===== config.mk =====
export PLATFORM = sky130hd
export DESIGN_NAME = usc_unit_select
export DESIGN_NICKNAME = d
export VERILOG_FILES = /design/src/usc_sector_counter.v /design/src/usc_unit_select.v
export VERILOG_INCLUDE_DIRS = /design/src
export SDC_FILE = /design/constraint.sdc
export NUM_CORES = 1
export LEC_CHECK = 0
export BUFFER_PORTS_ARGS = -buffer_cell sky130_fd_sc_hd__buf_2
export CORE_MARGIN = 3
export CORE_UTILIZATION = 25
export DETAILED_ROUTE_END_ITERATION = 10
export GPL_TIMING_DRIVEN = 0
export SLEW_MARGIN = 15
export SYNTH_ARGS = -nofsm -noshare
export SYNTH_HDL_FRONTEND = slang
export SYNTH_SLANG_ARGS = --single-unit

===== constraint.sdc =====
create_clock -name clk -period 6.2 [get_ports clk]
set_input_delay 0.93 -clock clk [delete_from_list [all_inputs] [get_ports clk]]
set_output_delay 0.93 -clock clk [all_outputs]
set_load 0.05 [all_outputs]

===== src/usc_consts.vh =====
`ifndef USC_CONSTS_VH
`define USC_CONSTS_VH

// -----------------------------------------------------------------------------
// register offsets on the plain port
// -----------------------------------------------------------------------------
`define USC_REG_STATUS      4'h0
`define USC_REG_MASK        4'h1
`define USC_REG_CONTROL     4'h2
`define USC_REG_CONFIG      4'h3
`define USC_REG_SECTOR      4'h4

// -----------------------------------------------------------------------------
// field positions
// -----------------------------------------------------------------------------
`define USC_EV_SECTOR       0
`define USC_EV_INDEX        1
`define USC_EV_FAULT        2
`define USC_CTL_PANEL       0

// -----------------------------------------------------------------------------
// reset values and timing counts
// -----------------------------------------------------------------------------
`define USC_MASK_RESET      3'h0
`define USC_CTL_RESET       1'h0
`define USC_OVH_WORDS       2'h2
`define USC_TRACK_WORDS     10078

`endif


===== src/usc_sector_counter.v =====
`include "usc_consts.vh"

// word counter with overhead hold and sector boundary pulse
module usc_sector_counter #(
   parameter CW = 16
)(
   // clock and reset
   input  wire          clk,
   input  wire          rst_n,
   // word timing
   input  wire          word_tick,
   input  wire          index_mark,
   input  wire [CW-1:0] words_per_sector,
   // results
   output reg           sector_pulse,
   output reg  [7:0]    sector_number
);

   reg [CW-1:0] word_count;
   reg [1:0]    ovh_count;

   // -----------------------------------------------------------------------------
   // counting
   // -----------------------------------------------------------------------------
   // overhead count keeps the counter cleared for two word times
   always @(posedge clk or negedge rst_n)
   begin
      if (!rst_n)
      begin
         word_count    <= {CW{1'b0}};
         ovh_count     <= 2'h0;
         sector_pulse  <= 1'b0;
         sector_number <= 8'h00;
      end
      else
      begin
         sector_pulse <= 1'b0;
         if (index_mark)
         begin
            word_count    <= {CW{1'b0}};
            ovh_count     <= `USC_OVH_WORDS;
            sector_number <= 8'h00;
         end
         else if (word_tick)
         begin
            if (ovh_count != 2'h0)
            begin
               ovh_count  <= ovh_count - 2'h1;
               word_count <= {CW{1'b0}};
            end
            else if (word_count + 1'b1 >= words_per_sector)
            begin
               sector_pulse  <= 1'b1;
               sector_number <= sector_number + 8'h01;
               word_count    <= {CW{1'b0}};
               ovh_count     <= `USC_OVH_WORDS;
            end
            else
               word_count <= word_count + 1'b1;
         end
      end
   end

endmodule // usc_sector_counter


===== src/usc_unit_select.v =====
`include "usc_consts.vh"

module usc_unit_select #(
   parameter CW = 16
)(
   // clock and reset
   input  wire          clk,
   input  wire          rst_n,
   // straps and panel (asynchronous pins)
   input  wire [3:0]    mh_strap_n,
   input  wire [3:0]    fh_strap_n,
   input  wire [3:0]    mh_panel,
   input  wire [3:0]    fh_panel,
   input  wire          panel_fitted,
   input  wire [CW-1:0] count_strap,
   // controller selection and drive timing (pins)
   input  wire [3:0]    sel_addr,
   input  wire          sel_strobe,
   input  wire          word_tick_pin,
   input  wire          index_pin,
   // register port
   input  wire [3:0]    reg_addr,
   input  wire [15:0]   reg_wdata,
   input  wire          reg_wr,
   input  wire          reg_rd,
   output reg  [15:0]   reg_rdata,
   // outputs
   output reg           mh_selected,
   output reg           fh_selected,
   output reg           unit_fault,
   output reg           sector_pulse,
   output reg           irq
);

   // -----------------------------------------------------------------------------
   // reset release and pin synchronisers
   // -----------------------------------------------------------------------------
   reg [1:0] rst_sync;
   wire      rst_s_n = rst_sync[1];

   always @(posedge clk or negedge rst_n)
   begin
      if (!rst_n)
         rst_sync <= 2'b00;
      else
         rst_sync <= {rst_sync[0], 1'b1};
   end

   localparam PW = 4 + 4 + 4 + 4 + 1 + CW + 4 + 1 + 1 + 1;
   reg [PW-1:0] pin_s1;
   reg [PW-1:0] pin_s2;

   // two-stage synchroniser; only the second stage is read
   always @(posedge clk or negedge rst_s_n)
   begin
      if (!rst_s_n)
      begin
         pin_s1 <= {PW{1'b0}};
         pin_s2 <= {PW{1'b0}};
      end
      else
      begin
         pin_s1 <= {mh_strap_n, fh_strap_n, mh_panel, fh_panel, panel_fitted,
                    count_strap, sel_addr, sel_strobe, word_tick_pin, index_pin};
         pin_s2 <= pin_s1;
      end
   end

   wire [3:0]    s_mh_n   = pin_s2[PW-1 -: 4];
   wire [3:0]    s_fh_n   = pin_s2[PW-5 -: 4];
   wire [3:0]    s_mh_pn  = pin_s2[PW-9 -: 4];
   wire [3:0]    s_fh_pn  = pin_s2[PW-13 -: 4];
   wire          s_fitted = pin_s2[PW-17];
   wire [CW-1:0] s_count  = pin_s2[CW+6:7];
   wire [3:0]    s_sel    = pin_s2[6:3];
   wire          s_stb    = pin_s2[2];
   wire          s_tick   = pin_s2[1];
   wire          s_index  = pin_s2[0];

   // -----------------------------------------------------------------------------
   // address resolution
   // -----------------------------------------------------------------------------
   reg        use_panel;
   reg [2:0]  irq_mask;
   reg [2:0]  irq_status;
   reg        tick_d;
   reg        index_d;

   // active-low straps: a grounded pin is a one, so invert
   function [3:0] strap_addr;
      input [3:0] pins_n;
      begin
         strap_addr = ~pins_n;
      end
   endfunction

   // software may disable the panel even when fitted
   wire       panel_on = s_fitted & use_panel;
   wire [3:0] mh_addr  = panel_on ? s_mh_pn : strap_addr(s_mh_n);
   wire [3:0] fh_addr  = panel_on ? s_fh_pn : strap_addr(s_fh_n);
   wire       clash    = (mh_addr == fh_addr);
   wire       tick_rise  = s_tick & ~tick_d;
   wire       index_rise = s_index & ~index_d;
   wire       sec_evt;
   wire [7:0] sec_num;

   // -----------------------------------------------------------------------------
   // sector counter
   // -----------------------------------------------------------------------------
   usc_sector_counter #(
      .CW (CW)
   ) u_counter (
      .clk              (clk),
      .rst_n            (rst_s_n),
      .word_tick        (tick_rise),
      .index_mark       (index_rise),
      .words_per_sector (s_count),
      .sector_pulse     (sec_evt),
      .sector_number    (sec_num)
   );

   // -----------------------------------------------------------------------------
   // selection, fault and output flops
   // -----------------------------------------------------------------------------
   // a clashing pair answers nothing; selection is refused while in fault
   always @(posedge clk or negedge rst_s_n)
   begin
      if (!rst_s_n)
      begin
         mh_selected  <= 1'b0;
         fh_selected  <= 1'b0;
         unit_fault   <= 1'b0;
         sector_pulse <= 1'b0;
         tick_d       <= 1'b0;
         index_d      <= 1'b0;
      end
      else
      begin
         tick_d       <= s_tick;
         index_d      <= s_index;
         unit_fault   <= clash;
         sector_pulse <= sec_evt;
         if (s_stb)
         begin
            mh_selected <= ~clash & (s_sel == mh_addr);
            fh_selected <= ~clash & (s_sel == fh_addr);
         end
      end
   end

   // -----------------------------------------------------------------------------
   // register port and interrupt
   // -----------------------------------------------------------------------------
   // status sets win over the clear-on-read in the same cycle
   wire [2:0] ev_set  = {clash & ~unit_fault, index_rise, sec_evt};
   wire       st_read = reg_rd & (reg_addr == `USC_REG_STATUS);

   always @(posedge clk or negedge rst_s_n)
   begin
      if (!rst_s_n)
      begin
         irq_status <= 3'h0;
         irq_mask   <= `USC_MASK_RESET;
         use_panel  <= `USC_CTL_RESET;
         reg_rdata  <= 16'h0000;
         irq        <= 1'b0;
      end
      else
      begin
         irq_status <= (st_read ? 3'h0 : irq_status) | ev_set;
         irq        <= |(irq_status & irq_mask);
         if (reg_wr && reg_addr == `USC_REG_MASK)
            irq_mask <= reg_wdata[2:0];
         if (reg_wr && reg_addr == `USC_REG_CONTROL)
            use_panel <= reg_wdata[`USC_CTL_PANEL];
         reg_rdata <= 16'h0000;
         if (reg_rd)
         begin
            case (reg_addr)
               `USC_REG_STATUS:  reg_rdata <= {13'h0000, irq_status};
               `USC_REG_MASK:    reg_rdata <= {13'h0000, irq_mask};
               `USC_REG_CONTROL: reg_rdata <= {15'h0000, use_panel};
               `USC_REG_CONFIG:  reg_rdata <= {7'h00, clash, mh_addr, fh_addr};
               `USC_REG_SECTOR:  reg_rdata <= {8'h00, sec_num};
               default:          reg_rdata <= 16'h0000;
            endcase
         end
      end
   end

endmodule // usc_unit_select

==> out/metrics.csv <==
stage,metric,value,unit
grt,gr ovfl total,0,
timing,Max Slew Vio Count,0,
synth,"area leader, netlist",dfrtp_1,
synth,Yosys reg bits,132,
pwr,Clk network pwr share,47.7,%
pwr,Combinational Power Share,8.4,%
pwr,sw frac,23.64,%
clock_network,"Reg clk slew, reported paths",0.06,ns
clock_network,htree depth,4,
routing,Detailed Route WL,10250,um
die,FP Rows,52,
pwr,Cell Pwr Density,322.1,nW/um^2
clock_network,Root Buffer,clkbuf_16,
synth,sequential share of the synthesized area,62.13,%
grt,wire length of the first global-routing pass,17420,um
run,max_cap viols,0,
routing,wire per inst,12.81,um
clock_network,"Hold-fix buffers, CTS",0,
die,die height,151.8,um
grt,initial antenna violation count,0,
synth,asr flop ratio synth,100.0,%
clock_network,setup bufs post-CTS,0,
pwr,VDD IR max,0.1591,mV
placed_design,HPWL Detailed,7328,um
synth,Avg Inst Size Synth,12.45,um^2
pwr,Lkg Pwr,3.188,nW
routing,Post-DRT Antenna Nets,0,
grt,largest net degree at the start of global routing,49,
timing,Final Hold Viols,0,
die,Die W,151.8,um
critical_path,crit path DAT,3.75,ns
critical_path,WS Path Type,reg -> reg,
critical_path,CP required,6.54,ns
routing,drt drc,0,
timing,actual slew at the worst max-slew pin,0.7991,ns
synth,Post-synth EDFFs,0,
finish,fillers,2122,
finish,n_diodes,0,
die,die area,23050,um^2
critical_path,CP endpoint kind,flop,
critical_path,crit start category,flop,
routing,DR pass1 iterations,4,
synth,cells after synthesis,427,
hold_path,Hold WC Path Type,in -> async,
finish,Area growth syn-to-layout,25.18,%
pwr,Power Internal,1.637,mW
clock_network,cts repair resizes,0,
timing,fmax,293.4,MHz
timing,post-layout min period,3.408,ns
finish,Final Util,32.37,%
run_status,status,"finished, final reports clean",
timing,final worst-path cycle share,54.96,%
clock_network,clk buf depth,2,
critical_path,peak fanout along the critical path,10,
routing,via count,3356,
placed_design,Placer Congestion,0.7687,
routing,vias per cell,4.195,
synth,Synth cell types,56,
die,I/O pin count,85,
synth,warnings from Yosys,0,
finish,"commonest non-fill, non-tap cell in the layout",dfrtp_1,
synth,top post-synthesis cells by area,"dfrtp_1 62%, ha_1 4.7%, xnor2_1 3.1%",
die,Starting Density,25.86,%
pwr,Sequential Power Share,43.9,%
finish,nets,602,
clock_network,CTS Buf Count,17,
finish,most frequent cells in the layout,"131 x dfrtp_1, 66 x buf_2, 34 x inv_1",
critical_path,FF-to-FF path depth,14,
placed_design,I/O Buffers,64,
die,Core Region,20560,um^2
grt,GRT Total Usage,9.368,%
grt,vias in the first global route,3410,
timing,RSZ-0062 raised after global routing,false,
synth,Syn Std Cell Area,5316,um^2
timing,Max-Slew Margin vs Limit,45.97,%
timing,Clock Skew,0.008829,ns
timing,final setup fails,0,
routing,drt initial violations,155,
pwr,P_sw,0.5069,mW
finish,share of layout cells above drive strength 1,24.15,%
synth,post-synth top area share,62.13,%
clock_network,CTS tree,done,
synth,top_reg_cell synth,dfrtp_1,
timing,total negative slack,0,ns
clock_network,Clock Latency Late Sink,0.42,ns
clock_network,Clock Sinks,132,
critical path, stage by stage, from the launching register on:
cell and delay [ns]:
dfrtp_1 0.49, ha_1 0.34, nand3_2 0.16, nor2_2 0.19
nand3_1 0.16, xnor2_1 0.22, ha_1 0.30, nand4_2 0.11
nor2_1 0.06, a311oi_1 0.44, and3_4 0.31, buf_6 0.14
buf_6 0.15, a31oi_1 0.09, o21ai_1 0.15
flip-flops by register name, indices dropped and copies added, names as in the netlist, 2 cells and up:
register,count
pin_s1,40
u_counter.ovh_count,2
u_counter.word_count,16
pin_s2,40
rst_sync,2
u_counter.sector_number,8
irq_mask,3
irq_status,3
reg_rdata,9
path summary, 6_finish.rpt:
path                                                     start                             endpoint  slack, ns
setup reg to reg           u_counter.word_count[0]$_DFFE_PN0P_  u_counter.word_count[5]$_DFFE_PN0P_       2.79
hold / removal                                           rst_n                rst_sync[1]$_DFF_PN0_       0.29
setup / recovery           u_counter.word_count[0]$_DFFE_PN0P_  u_counter.word_count[5]$_DFFE_PN0P_       2.79
hold reg to reg                           pin_s1[36]$_DFF_PN0_                 pin_s2[36]$_DFF_PN0_       0.34
min in group clk                          pin_s1[36]$_DFF_PN0_                 pin_s2[36]$_DFF_PN0_       0.34
max in group asynchronous                rst_sync[1]$_DFF_PN0_                 pin_s1[16]$_DFF_PN0_       4.95
metal layers:
layer | wire, um | GRT usage, % | share of wire, %
met1 | 4926 | 12.79 | 48
met2 | 4776 | 13.84 | 47
met3 | 354 | 2.673 | 3.5
met4 | 188 | 4.238 | 1.8
met5 | 0 | 0 | 0
cell families (layout without fill, tap and decap cells):
| kind of cell | count (synthesis) | in the layout | share of synthesized area [%] |
|---|---|---|---|
| xor+xnor | 29 | 29 | 4.778 |
| compound gates | 68 | 68 | 8.614 |
| other cells | 2 | 8 | 0.1413 |
| simple gates | 107 | 107 | 11.60 |
| mux | 17 | 17 | 3.389 |
| flops | 132 | 132 | 62.13 |
| fa+ha+maj | 20 | 20 | 4.707 |
| buf+inv | 52 | 149 | 4.636 |
power by group through the flow:
| stage | Sequential (mW) | Clock [mW] | Combinational [mW] |
|---|---|---|---|
| final | 0.941 | 1.02 | 0.180 |
| after global routing | 0.948 | 1.09 | 0.206 |
| after CTS | 0.942 | 1.05 | 0.185 |
| after detailed placement | 0.957 | 0 | 0.184 |
| after global placement | 0.967 | 0 | 0.166 |
| after floorplan | 0.971 | 0 | 0.109 |
metrics by stage:
stage,instances,worst slack (ns),power (mW),cell area [um^2],hold slack [ns]
3_5_place_dp,769,2.831,1.141,6048,0.3347
2_1_floorplan,433,2.250,1.079,5339,0.3312
4_1_cts,800,2.799,2.175,6655,0.2703
5_1_grt,800,2.486,2.242,6655,0.2687
6_report,800,2.792,2.144,6655,0.2884
3_3_place_gp,767,0.7542,1.133,5997,0.3352
synth_stat cells, types with 8 or more instances:
library cell	number
dfrtp_1	132
inv_1	34
nand2_1	28
ha_1	20
xnor2_1	19
o21ai_0	13
a21oi_1	12
nand3_1	12
nor2_1	11
xor2_1	10
mux2i_1	9
o21ai_1	9
mux2_2	8
area by class of cell:
type	count	area [um^2]	share of cell area, %
repair buffers	66	367.9	5.527
inverters	34	127.6	1.918
plain buffers	18	118.9	1.786
clock inverters	11	150.1	2.256
well taps	270	337.8	5.076
multi-input cells	249	1789	26.88
flip-flops and latches	132	3307	49.69
clock buffers	20	456.7	6.862
Power figures use the tool's default switching activity.
